$ cat src/logic/dummy_unused_marker.sv
// not used

$ cat src/logic/remote_wake_pkg.sv
// constants, field layouts and types of the remote wake and phy power sequencer
// Contract
// RULE_01: static power event output stays asserted until chip reset returns.
// RULE_02: reset with strap high re-enters the default wake ready mode.
// RULE_03: reset with strap low starts normal operation and usb attach at once.
// RULE_04: ready mode needs config bits 15:12 equal to 0111, static active high.
// RULE_05: ready mode leaves both usb data lines undriven.
// RULE_06: strap low: host resume wakes; device wake gated by allow, feature, enables. The external pin wake is gated by allow and feature only.
// RULE_07: strap high: magic packet, secondary link change, external pulse always wake.
// RULE_08: full phy power-down stops oscillator, pll, bandgap for at least 500ns.
// RULE_09: basic mode power-down keeps oscillator and pll, turns bandgap off.
// RULE_10: phy_deep_powerdown bit of register 0x20 selects full power-down.
// RULE_11: 600ms stabilisation after power-up before any phy reset takes effect.
// RULE_12: a low phy_rst_release during stabilisation is kept low beyond it.
// RULE_13: after stabilisation the phy is held in reset at least 500ns.
// RULE_14: software phy reset pulses last at least 500ns.
// RULE_15: ready mode keeps magic detector, phy and autonegotiation enabled.
// RULE_16: after asserting the power event, ready mode exits to normal operation.
// RULE_17: ready mode usable only when config bit 0 selects self-powered.
// RULE_18: power-down, stabilisation and reset intervals counted, rounded up.
// RULE_19: external wake synchronised; low pulse counts once on its rising edge.
package remote_wake_pkg;
    // register byte offsets
    localparam logic [7:0] CFG_WORD_ADDR = 8'h00;
    localparam logic [7:0] WAKE_CTRL_ADDR = 8'h04;
    localparam logic [7:0] EVT_STATUS_ADDR = 8'h08;
    localparam logic [7:0] EVT_CLEAR_ADDR = 8'h0c;
    localparam logic [7:0] EVT_ENABLE_ADDR = 8'h10;
    localparam logic [7:0] STATE_ADDR = 8'h14;
    localparam logic [7:0] PHY_MODE_ADDR = 8'h18;
    localparam logic [7:0] SOFT_RESET_ADDR = 8'h20;

    typedef struct packed {
        logic wake_indicate_cfg;
        logic wake_out_type_cfg;
        logic wake_out_polarity_cfg;
        logic wake_pin_select_cfg;
        logic [9:0] spare;
        logic remote_wake_allow;
        logic self_powered;
    } cfg_word_type;

    typedef struct packed {
        logic [3:0] spare;
        logic set_feature;
        logic wake_on_linkchg_en;
        logic wake_on_magic_en;
        logic wake_on_pattern_en;
    } wake_ctrl_type;

    typedef struct packed {
        logic [5:0] spare;
        logic phy_deep_powerdown;
        logic phy_rst_release;
    } soft_reset_type;

    localparam logic [15:0] CFG_RESET = 16'h7001;
    localparam logic [3:0] READY_CFG_BITS = 4'h7;
    localparam logic [7:0] WAKE_CTRL_RESET = 8'h00;
    localparam logic [7:0] SOFT_RESET_RESET = 8'h01;
    localparam int BMCR_PD_BIT = 11;
    localparam int EVT_W = 3;
    localparam int EVT_WAKE = 0;
    localparam int EVT_READY_EXIT = 1;
    localparam int EVT_PHY_UP = 2;

    typedef enum logic [1:0] {
        MODE_RESET = 2'b00,
        MODE_READY = 2'b01,
        MODE_NORMAL = 2'b10
    } mode_type;

    typedef enum logic [1:0] {
        PHY_DOWN = 2'b00,
        PHY_STAB = 2'b01,
        PHY_HOLD = 2'b10,
        PHY_ON = 2'b11
    } phy_state_type;

    // timing
    localparam longint CLK_PERIOD_PS = 64'd4000;
    localparam longint PD_MIN_NS = 64'd500;
    localparam longint RST_MIN_NS = 64'd500;
    localparam longint STAB_MS = 64'd600;
    localparam longint PULSE_NS = 64'd1000;
    localparam int TIMER_W = 28;
    localparam logic [TIMER_W-1:0] PD_CYCLES =
        TIMER_W'((PD_MIN_NS * 64'd1000 + CLK_PERIOD_PS - 64'd1) / CLK_PERIOD_PS);
    localparam logic [TIMER_W-1:0] RST_CYCLES =
        TIMER_W'((RST_MIN_NS * 64'd1000 + CLK_PERIOD_PS - 64'd1) / CLK_PERIOD_PS);
    localparam logic [TIMER_W-1:0] PULSE_CYCLES =
        TIMER_W'((PULSE_NS * 64'd1000 + CLK_PERIOD_PS - 64'd1) / CLK_PERIOD_PS);
    localparam int STAB_CYCLES_DEFAULT =
        int'((STAB_MS * 64'd1000000000 + CLK_PERIOD_PS - 64'd1) / CLK_PERIOD_PS);
endpackage

$ cat src/logic/interval_timer.sv
// down counter that measures one interval from a start pulse
`timescale 1ns/1ps
module interval_timer #(
    parameter int W = 28
) (
    // clock and reset
    input wire logic clock_in,
    input wire logic rst_in,
    // control
    input wire logic start_in,
    input wire logic [W-1:0] length_in,
    // status
    output logic busy_out,
    output logic done_out
);
    logic [W-1:0] count;

    always_ff @(posedge clock_in) begin
        if (rst_in) begin
            count <= '0;
        end else if (start_in) begin
            count <= length_in;
        end else if (count != '0) begin
            count <= count - W'(1);
        end
    end

    assign busy_out = (count != '0);
    assign done_out = (count == W'(1));
endmodule

$ cat src/logic/remote_wake_phy_power_seq.sv
// remote wake, power event output and phy power and reset sequencer
`timescale 1ns/1ps
module remote_wake_phy_power_seq #(
    parameter int STAB_CYCLES = remote_wake_pkg::STAB_CYCLES_DEFAULT
) (
    // clock and reset
    input wire logic clock_in,
    input wire logic rst_in,
    // apb slave
    input wire logic psel_in,
    input wire logic penable_in,
    input wire logic pwrite_in,
    input wire logic [7:0] paddr_in,
    input wire logic [31:0] pwdata_in,
    output logic [31:0] prdata_out,
    output logic pready_out,
    output logic pslverr_out,
    // pins
    input wire logic wol_strap_in,
    input wire logic external_wake_in,
    // wake sources from same clock
    input wire logic pattern_match_in,
    input wire logic magic_packet_in,
    input wire logic link_chg_primary_in,
    input wire logic link_chg_secondary_in,
    input wire logic host_resume_in,
    input wire logic usb_suspended_in,
    // power event and usb side
    output logic power_event_out,
    output logic remote_wake_req_out,
    output logic usb_line_drive_en_out,
    output logic usb_attach_en_out,
    output logic magic_det_en_out,
    output logic phy_en_out,
    output logic autoneg_en_out,
    output logic misc_func_en_out,
    // phy power and reset
    output logic osc_en_out,
    output logic pll_en_out,
    output logic bandgap_en_out,
    output logic phy_reset_out,
    // interrupt
    output logic irq_out
);
    remote_wake_pkg::cfg_word_type cfg;
    remote_wake_pkg::wake_ctrl_type wake_ctrl;
    remote_wake_pkg::soft_reset_type soft_rst;
    logic bmcr_pd;
    logic [remote_wake_pkg::EVT_W-1:0] evt_status;
    logic [remote_wake_pkg::EVT_W-1:0] evt_enable;
    logic [remote_wake_pkg::EVT_W-1:0] evt_set;
    remote_wake_pkg::mode_type mode;
    remote_wake_pkg::mode_type next_mode;
    remote_wake_pkg::phy_state_type phy_state;
    remote_wake_pkg::phy_state_type next_phy_state;
    logic strap_s1, strap_s2, strap_q;
    logic ext_s1, ext_s2, ext_s3, ext_evt;
    logic ready_ok, ready_wake, normal_wake, pme_active, pme_start;
    logic deep_req, rst_release_q, soft_start, soft_busy;
    logic seq_start, seq_busy, pulse_busy;
    logic [remote_wake_pkg::TIMER_W-1:0] seq_len;
    logic wr_en, setup;
    logic [31:0] next_rdata;
    logic next_err;

    // pin synchronisers
    always_ff @(posedge clock_in) begin
        strap_s1 <= wol_strap_in;
        strap_s2 <= strap_s1;
        ext_s1 <= external_wake_in;
        ext_s2 <= ext_s1;
        ext_s3 <= ext_s2;
    end

    // strap caught while reset is held
    always_ff @(posedge clock_in) begin
        if (rst_in) begin
            strap_q <= strap_s2;
        end
    end

    // rising return of the low wake pulse
    always_ff @(posedge clock_in) begin
        if (rst_in) begin
            ext_evt <= 1'b0;
        end else begin
            ext_evt <= ext_s2 & ~ext_s3; // RULE_19
        end
    end

    assign ready_ok = strap_q && cfg.self_powered // RULE_17
        && (cfg[15:12] == remote_wake_pkg::READY_CFG_BITS); // RULE_04

    // wake decisions
    assign ready_wake = magic_packet_in | link_chg_secondary_in | ext_evt; // RULE_07
    assign normal_wake = usb_suspended_in && (host_resume_in // RULE_06
        || (cfg.remote_wake_allow && wake_ctrl.set_feature
        && ((pattern_match_in && wake_ctrl.wake_on_pattern_en)
        || (magic_packet_in && wake_ctrl.wake_on_magic_en)
        || ((link_chg_primary_in || link_chg_secondary_in)
        && wake_ctrl.wake_on_linkchg_en)
        || ext_evt)));
    assign pme_start = (mode == remote_wake_pkg::MODE_READY) ? ready_wake
        : ((mode == remote_wake_pkg::MODE_NORMAL) && normal_wake);

    // operating mode
    always_comb begin
        next_mode = mode;
        case (mode)
            remote_wake_pkg::MODE_RESET: begin
                next_mode = ready_ok ? remote_wake_pkg::MODE_READY // RULE_02
                    : remote_wake_pkg::MODE_NORMAL; // RULE_03
            end
            remote_wake_pkg::MODE_READY: begin
                if (pme_active) begin
                    next_mode = remote_wake_pkg::MODE_NORMAL; // RULE_16
                end
            end
            default: begin
                next_mode = remote_wake_pkg::MODE_NORMAL;
            end
        endcase
    end

    always_ff @(posedge clock_in) begin
        if (rst_in) begin
            mode <= remote_wake_pkg::MODE_RESET;
        end else begin
            mode <= next_mode;
        end
    end

    // power event latch
    always_ff @(posedge clock_in) begin
        if (rst_in) begin
            pme_active <= 1'b0;
        end else if (pme_start) begin
            pme_active <= 1'b1;
        end else if (!cfg.wake_out_type_cfg && !pulse_busy) begin
            pme_active <= 1'b0;
        end
    end

    always_ff @(posedge clock_in) begin
        if (rst_in) begin
            power_event_out <= ~cfg.wake_out_polarity_cfg;
            remote_wake_req_out <= 1'b0;
        end else begin
            power_event_out <= pme_active ~^ cfg.wake_out_polarity_cfg; // RULE_01
            remote_wake_req_out <= pme_start && (mode == remote_wake_pkg::MODE_NORMAL);
        end
    end

    interval_timer #(.W(remote_wake_pkg::TIMER_W)) pulse_timer (
        .clock_in(clock_in),
        .rst_in(rst_in),
        .start_in(pme_start),
        .length_in(remote_wake_pkg::PULSE_CYCLES),
        .busy_out(pulse_busy),
        .done_out()
    );

    // mode and phy state dependent enables
    assign usb_line_drive_en_out = (mode == remote_wake_pkg::MODE_NORMAL); // RULE_05
    assign usb_attach_en_out = (mode == remote_wake_pkg::MODE_NORMAL); // RULE_03
    assign misc_func_en_out = (mode == remote_wake_pkg::MODE_NORMAL);
    assign magic_det_en_out = (mode != remote_wake_pkg::MODE_RESET); // RULE_15
    assign autoneg_en_out = (mode != remote_wake_pkg::MODE_RESET);
    assign phy_en_out = (phy_state != remote_wake_pkg::PHY_DOWN);

    // ready mode keeps the phy up
    assign deep_req = soft_rst.phy_deep_powerdown // RULE_10
        && (mode != remote_wake_pkg::MODE_READY); // RULE_15

    // phy power sequencer
    always_comb begin
        next_phy_state = phy_state;
        seq_start = 1'b0;
        seq_len = remote_wake_pkg::PD_CYCLES;
        case (phy_state)
            remote_wake_pkg::PHY_ON: begin
                if (deep_req) begin
                    next_phy_state = remote_wake_pkg::PHY_DOWN;
                    seq_start = 1'b1; // RULE_08
                end
            end
            remote_wake_pkg::PHY_DOWN: begin
                if (!seq_busy && !deep_req) begin
                    next_phy_state = remote_wake_pkg::PHY_STAB;
                    seq_start = 1'b1;
                    seq_len = remote_wake_pkg::TIMER_W'(STAB_CYCLES); // RULE_11
                end
            end
            remote_wake_pkg::PHY_STAB: begin
                if (!seq_busy) begin
                    next_phy_state = remote_wake_pkg::PHY_HOLD;
                    seq_start = 1'b1;
                    seq_len = remote_wake_pkg::RST_CYCLES; // RULE_13
                end
            end
            default: begin
                if (!seq_busy) begin
                    next_phy_state = remote_wake_pkg::PHY_ON;
                end
            end
        endcase
    end

    always_ff @(posedge clock_in) begin
        if (rst_in) begin
            phy_state <= remote_wake_pkg::PHY_DOWN;
        end else begin
            phy_state <= next_phy_state;
        end
    end

    interval_timer #(.W(remote_wake_pkg::TIMER_W)) seq_timer ( // RULE_18
        .clock_in(clock_in),
        .rst_in(rst_in),
        .start_in(seq_start),
        .length_in(seq_len),
        .busy_out(seq_busy),
        .done_out()
    );

    // software reset pulse stretched to the minimum
    always_ff @(posedge clock_in) begin
        if (rst_in) begin
            rst_release_q <= 1'b1;
        end else begin
            rst_release_q <= soft_rst.phy_rst_release;
        end
    end
    assign soft_start = rst_release_q && !soft_rst.phy_rst_release; // RULE_14

    interval_timer #(.W(remote_wake_pkg::TIMER_W)) soft_timer (
        .clock_in(clock_in),
        .rst_in(rst_in),
        .start_in(soft_start),
        .length_in(remote_wake_pkg::RST_CYCLES),
        .busy_out(soft_busy),
        .done_out()
    );

    assign osc_en_out = (phy_state != remote_wake_pkg::PHY_DOWN); // RULE_08
    assign pll_en_out = (phy_state != remote_wake_pkg::PHY_DOWN);
    assign bandgap_en_out = (phy_state != remote_wake_pkg::PHY_DOWN) && !bmcr_pd; // RULE_09
    // a low release during stabilisation keeps reset until it is raised
    assign phy_reset_out = (phy_state != remote_wake_pkg::PHY_ON) // RULE_12
        || !soft_rst.phy_rst_release || soft_busy;

    // events and interrupt
    assign evt_set[remote_wake_pkg::EVT_WAKE] = pme_start;
    assign evt_set[remote_wake_pkg::EVT_READY_EXIT] =
        (mode == remote_wake_pkg::MODE_READY) && (next_mode == remote_wake_pkg::MODE_NORMAL);
    assign evt_set[remote_wake_pkg::EVT_PHY_UP] =
        (phy_state == remote_wake_pkg::PHY_HOLD) && (next_phy_state == remote_wake_pkg::PHY_ON);

    // apb access
    assign setup = psel_in && !penable_in;
    assign wr_en = psel_in && penable_in && pwrite_in;
    assign pready_out = 1'b1;

    always_ff @(posedge clock_in) begin
        if (rst_in) begin
            evt_status <= '0;
        end else if (wr_en && (paddr_in == remote_wake_pkg::EVT_CLEAR_ADDR)) begin
            evt_status <= (evt_status & ~pwdata_in[remote_wake_pkg::EVT_W-1:0]) | evt_set;
        end else begin
            evt_status <= evt_status | evt_set;
        end
    end

    always_ff @(posedge clock_in) begin
        if (rst_in) begin
            cfg <= remote_wake_pkg::CFG_RESET;
            wake_ctrl <= remote_wake_pkg::WAKE_CTRL_RESET;
            soft_rst <= remote_wake_pkg::SOFT_RESET_RESET;
            evt_enable <= '0;
            bmcr_pd <= 1'b0;
        end else if (wr_en) begin
            if (paddr_in == remote_wake_pkg::CFG_WORD_ADDR) begin
                cfg <= pwdata_in[15:0];
                cfg.spare <= '0;
            end else if (paddr_in == remote_wake_pkg::WAKE_CTRL_ADDR) begin
                wake_ctrl <= pwdata_in[7:0];
                wake_ctrl.spare <= '0;
            end else if (paddr_in == remote_wake_pkg::EVT_ENABLE_ADDR) begin
                evt_enable <= pwdata_in[remote_wake_pkg::EVT_W-1:0];
            end else if (paddr_in == remote_wake_pkg::PHY_MODE_ADDR) begin
                bmcr_pd <= pwdata_in[remote_wake_pkg::BMCR_PD_BIT];
            end else if (paddr_in == remote_wake_pkg::SOFT_RESET_ADDR) begin
                soft_rst <= pwdata_in[7:0];
                soft_rst.spare <= '0;
            end
        end
    end

    always_comb begin
        next_rdata = 32'h0000_0000;
        next_err = 1'b0;
        if (paddr_in == remote_wake_pkg::CFG_WORD_ADDR) begin
            next_rdata[15:0] = cfg;
        end else if (paddr_in == remote_wake_pkg::WAKE_CTRL_ADDR) begin
            next_rdata[7:0] = wake_ctrl;
        end else if (paddr_in == remote_wake_pkg::EVT_STATUS_ADDR) begin
            next_rdata[remote_wake_pkg::EVT_W-1:0] = evt_status;
        end else if (paddr_in == remote_wake_pkg::EVT_CLEAR_ADDR) begin
            next_rdata = 32'h0000_0000;
        end else if (paddr_in == remote_wake_pkg::EVT_ENABLE_ADDR) begin
            next_rdata[remote_wake_pkg::EVT_W-1:0] = evt_enable;
        end else if (paddr_in == remote_wake_pkg::STATE_ADDR) begin
            next_rdata[5:0] = {phy_state, mode, pme_active, strap_q};
        end else if (paddr_in == remote_wake_pkg::PHY_MODE_ADDR) begin
            next_rdata[remote_wake_pkg::BMCR_PD_BIT] = bmcr_pd;
        end else if (paddr_in == remote_wake_pkg::SOFT_RESET_ADDR) begin
            next_rdata[7:0] = soft_rst;
        end else begin
            next_err = 1'b1;
        end
    end

    // answer prepared in the setup cycle
    always_ff @(posedge clock_in) begin
        if (rst_in) begin
            prdata_out <= 32'h0000_0000;
            pslverr_out <= 1'b0;
        end else if (setup) begin
            prdata_out <= pwrite_in ? 32'h0000_0000 : next_rdata;
            pslverr_out <= next_err;
        end
    end

    always_ff @(posedge clock_in) begin
        if (rst_in) begin
            irq_out <= 1'b0;
        end else begin
            irq_out <= |(evt_status & evt_enable);
        end
    end
endmodule

$ cat config.mk
export PLATFORM = sky130hd
export DESIGN_NAME = remote_wake_phy_power_seq
export DESIGN_NICKNAME = d
export VERILOG_FILES = /design/src/logic/dummy_unused_marker.sv /design/src/logic/remote_wake_pkg.sv /design/src/logic/interval_timer.sv /design/src/logic/remote_wake_phy_power_seq.sv
export SDC_FILE = /design/constraint.sdc
export NUM_CORES = 1
export LEC_CHECK = 0
export ABC_AREA = 0
export BUFFER_PORTS_ARGS = -buffer_cell sky130_fd_sc_hd__buf_4
export CAP_MARGIN = 0
export CORE_AREA = 2 2 145 147
export CTS_CLUSTER_SIZE = 14
export DETAILED_ROUTE_END_ITERATION = 8
export DIE_AREA = 0 0 147 149
export GPL_ROUTABILITY_DRIVEN = 1
export PLACE_DENSITY = 0.58
export SYNTH_ARGS = -nofsm -noshare
export SYNTH_HDL_FRONTEND = slang
export SYNTH_HIERARCHICAL = 1
export SYNTH_SLANG_ARGS = --single-unit
$ cat constraint.sdc
create_clock -name clock_in -period 4.2 [get_ports clock_in]
set_input_delay 0.63 -clock clock_in [delete_from_list [all_inputs] [get_ports clock_in]]
set_output_delay 0.63 -clock clock_in [all_outputs]
set_load 0.01 [all_outputs]
==> Flow_metrics.wiki <==
{| class="wikitable"
! Metric !! Value
|-
| Number of setup violations in the final report || 0
|-
| Critical Path Sink Type || primary output
|-
| Crit Path Max Fanout || 11
|-
| Setup slack of the critical path after layout || ~0.55 ns
|-
| Unrepaired setup endpoints after global routing || no
|-
| Number of buffers inserted to repair setup after CTS || 0
|-
| Reported leakage power || between 3 and 4 nW
|-
| Transition at the pin with the smallest max-transition slack || around 1.0 ns
|-
| Syn Std Cell Area || around 6900 sq um
|-
| Skew-Pair Late Insertion Delay || approximately 0.43 ns
|-
| Count of yosys warnings during synthesis || 6
|-
| Final std cells w/o fill || 1200
|-
| Headroom to the max-slew limit || 0.329
|-
| Via count of the first global-routing pass || around 5100
|-
| Count of port buffers added during placement || 54
|-
| Post-detailed-placement half-perimeter wirelength || roughly 10000 microns
|-
| Standard cell core area || 20600 sq um
|-
| Setup TNS || 0 ns
|-
| Inserted Diodes || 0
|-
| Detailed Routing Iterations Pass 1 || 4
|-
| Clock slew at reported path FFs || about 0.060 ns
|-
| Drt via density || 4.67
|-
| Gpl congestion || roughly 0.84
|-
| Total Die Area || between 20000 and 25000 sq um
|-
| Utilization after layout || 0.402
|-
| Outcome || finished clean
|-
| CP Launch Type || register
|-
| Classification of the worst-slack hold path || in2reg
|-
| Cell count after synthesis || a little over 800
|-
| H-tree Lvls || 4
|-
| WL per Instance || roughly 12 microns
|-
| Routed wire length || about 15000 microns
|-
| Area growth from synthesis to final layout || 19.2%
|-
| Number of pins with negative max-slew slack in the final report || 0
|-
| Worst slack, placed || 0.879 ns
|-
| DR iter-0 viols || between 300 and 400
|-
| Drc violations || 0
|-
| Number of sinks driven by the clock tree || ~130
|-
| Max capacitance violation total || 0
|-
| Antenna violation net count after detailed routing || 0
|-
| Type of the worst setup path || reg2out
|-
| VDD IR-drop max || around 0.37 mV
|-
| # fillers || ~2100
|-
| Initial antenna violation count || 0
|-
| Post-DP Area || ~7600 sq um
|-
| Final layout net count || ~1000
|-
| Maximum number of pins on one net before global-route repair || between 50 and 60
|-
| Die span in y || ~150 microns
|-
| Number of CTS-inserted buffers || 17
|-
| Placed cell count || 1168
|-
| Hold bufs inserted after CTS || 0
|-
| Total routing resource utilization after global routing || 0.138
|-
| Top Ports || 100
|-
| Post-cts sizing count || 0
|-
| Fraction of final layout cells with drive strength greater than 1 || 0.158
|-
| Effective utilization at floorplan || 0.337
|-
| First-pass GRT wire length || between 20000 and 25000 microns
|-
| Clock skew || between 0.015 and 0.02 ns
|-
| Total number of vias || 5602
|-
| Fin area || between 8000 and 9000 sq um
|-
| Signal arrival time at the worst endpoint || just over 3 ns
|-
| P per Cell Area || ~720 nW/um^2
|-
| Required time of the worst setup path || approximately 3.6 ns
|-
| Upper clock frequency limit || 274 MHz
|-
| Minimum period implied by the final worst setup slack || between 3 and 4 ns
|-
| Clock tree from TritonCTS || yes
|-
| Maximum clock path buffer count || 2
|-
| Post-Syn Area per Cell || 8.56 sq um
|-
| Worst slack on hold paths || a little over 0.3 ns
|-
| Root buffer selected by CTS || sky130_fd_sc_hd__clkbuf_16
|-
| Final Hold Fails || 0
|-
| Site row count || 53
|-
| Final Cycle Share || 0.869
|-
| Total design power || 5.91 mW
|-
| Grt total ovfl || 0
|-
| Die width || around 150 microns
|}
final cells by class:
cell class                      instances  area (sq um)  share of cell area
Multi-Input combinational cell        675          4110               0.497
Clock inverter                         13           160              0.0194
Timing Repair Buffer                   61           458              0.0554
Inverter                               26          97.6              0.0118
Tap cell                              275           344              0.0416
Sequential cell                       131          2630               0.319
Clock buffer                           19           464              0.0562
final timing paths:
check | from | endpoint | slack (ns) | cells past startpoint
worst min-delay path | wol_strap_in | strap_s1 | 0.31 | 1
worst max register to register | seq_timer/count[19] | seq_timer/count[26] | 0.86 | 9
worst min register to register | ext_s1 | ext_s2 | 0.33 | 0
worst max-delay path | soft_timer/count[4] | phy_reset_out | 0.55 | 6
critical path, cell delays in order, from the launching register on:
cell                       delay [ns]
sky130_fd_sc_hd__dfxtp_1         0.35
sky130_fd_sc_hd__or4_1           0.65
sky130_fd_sc_hd__or4_4           0.50
sky130_fd_sc_hd__nor4b_4         0.60
sky130_fd_sc_hd__inv_1           0.08
sky130_fd_sc_hd__nand4b_1        0.23
sky130_fd_sc_hd__buf_4           0.18
state kept, by name (all words and copies together) (netlist names), 2 cells and up:
signal,cells
cfg,6
evt_enable,3
evt_status,3
mode,2
phy_state,2
prdata_out,11
pulse_timer/count,28
seq_timer/count,28
soft_rst,2
soft_timer/count,28
wake_ctrl,4
placed cells by master, fill, tap and decap left out, types with 10 or more instances in the layout:
| cell | count |
|---|---|
| sky130_fd_sc_hd__nand3_1 | 13 |
| sky130_fd_sc_hd__o21ai_0 | 56 |
| sky130_fd_sc_hd__nor2_1 | 57 |
| sky130_fd_sc_hd__o21ai_2 | 10 |
| sky130_fd_sc_hd__mux2i_1 | 17 |
| sky130_fd_sc_hd__dfxtp_1 | 130 |
| sky130_fd_sc_hd__inv_1 | 26 |
| sky130_fd_sc_hd__buf_4 | 61 |
| sky130_fd_sc_hd__or3_2 | 12 |
| sky130_fd_sc_hd__clkbuf_16 | 18 |
| sky130_fd_sc_hd__conb_1 | 90 |
| sky130_fd_sc_hd__or3_1 | 16 |
| sky130_fd_sc_hd__nor4_1 | 25 |
| sky130_fd_sc_hd__nor3_1 | 27 |
| sky130_fd_sc_hd__nand2_1 | 97 |
| sky130_fd_sc_hd__nor2b_1 | 12 |
| sky130_fd_sc_hd__xnor2_1 | 53 |
| sky130_fd_sc_hd__xor2_1 | 17 |
| sky130_fd_sc_hd__a21oi_1 | 27 |
metal layers:
| metal | routed length [microns] | up-vias | global-route usage |
|---|---|---|---|
| li1 | - | 2965 | - |
| met1 | 7400 | 2544 | 0.187 |
| met2 | 6660 | 81 | 0.215 |
| met3 | 475 | 12 | 0.0300 |
| met4 | 172 | 0 | 0.0548 |
| met5 | 0 | - | 0 |
where the power goes:
| group | switching [mW] | leakage (nW) | internal (mW) |
|---|---|---|---|
| Sequential | 0.303 | 1.07 | 1.57 |
| Combinational | 1.36 | 1.85 | 1.13 |
| Clock | 0.614 | 0.304 | 0.945 |
Note: power is estimated with default switching activity, not from simulation.
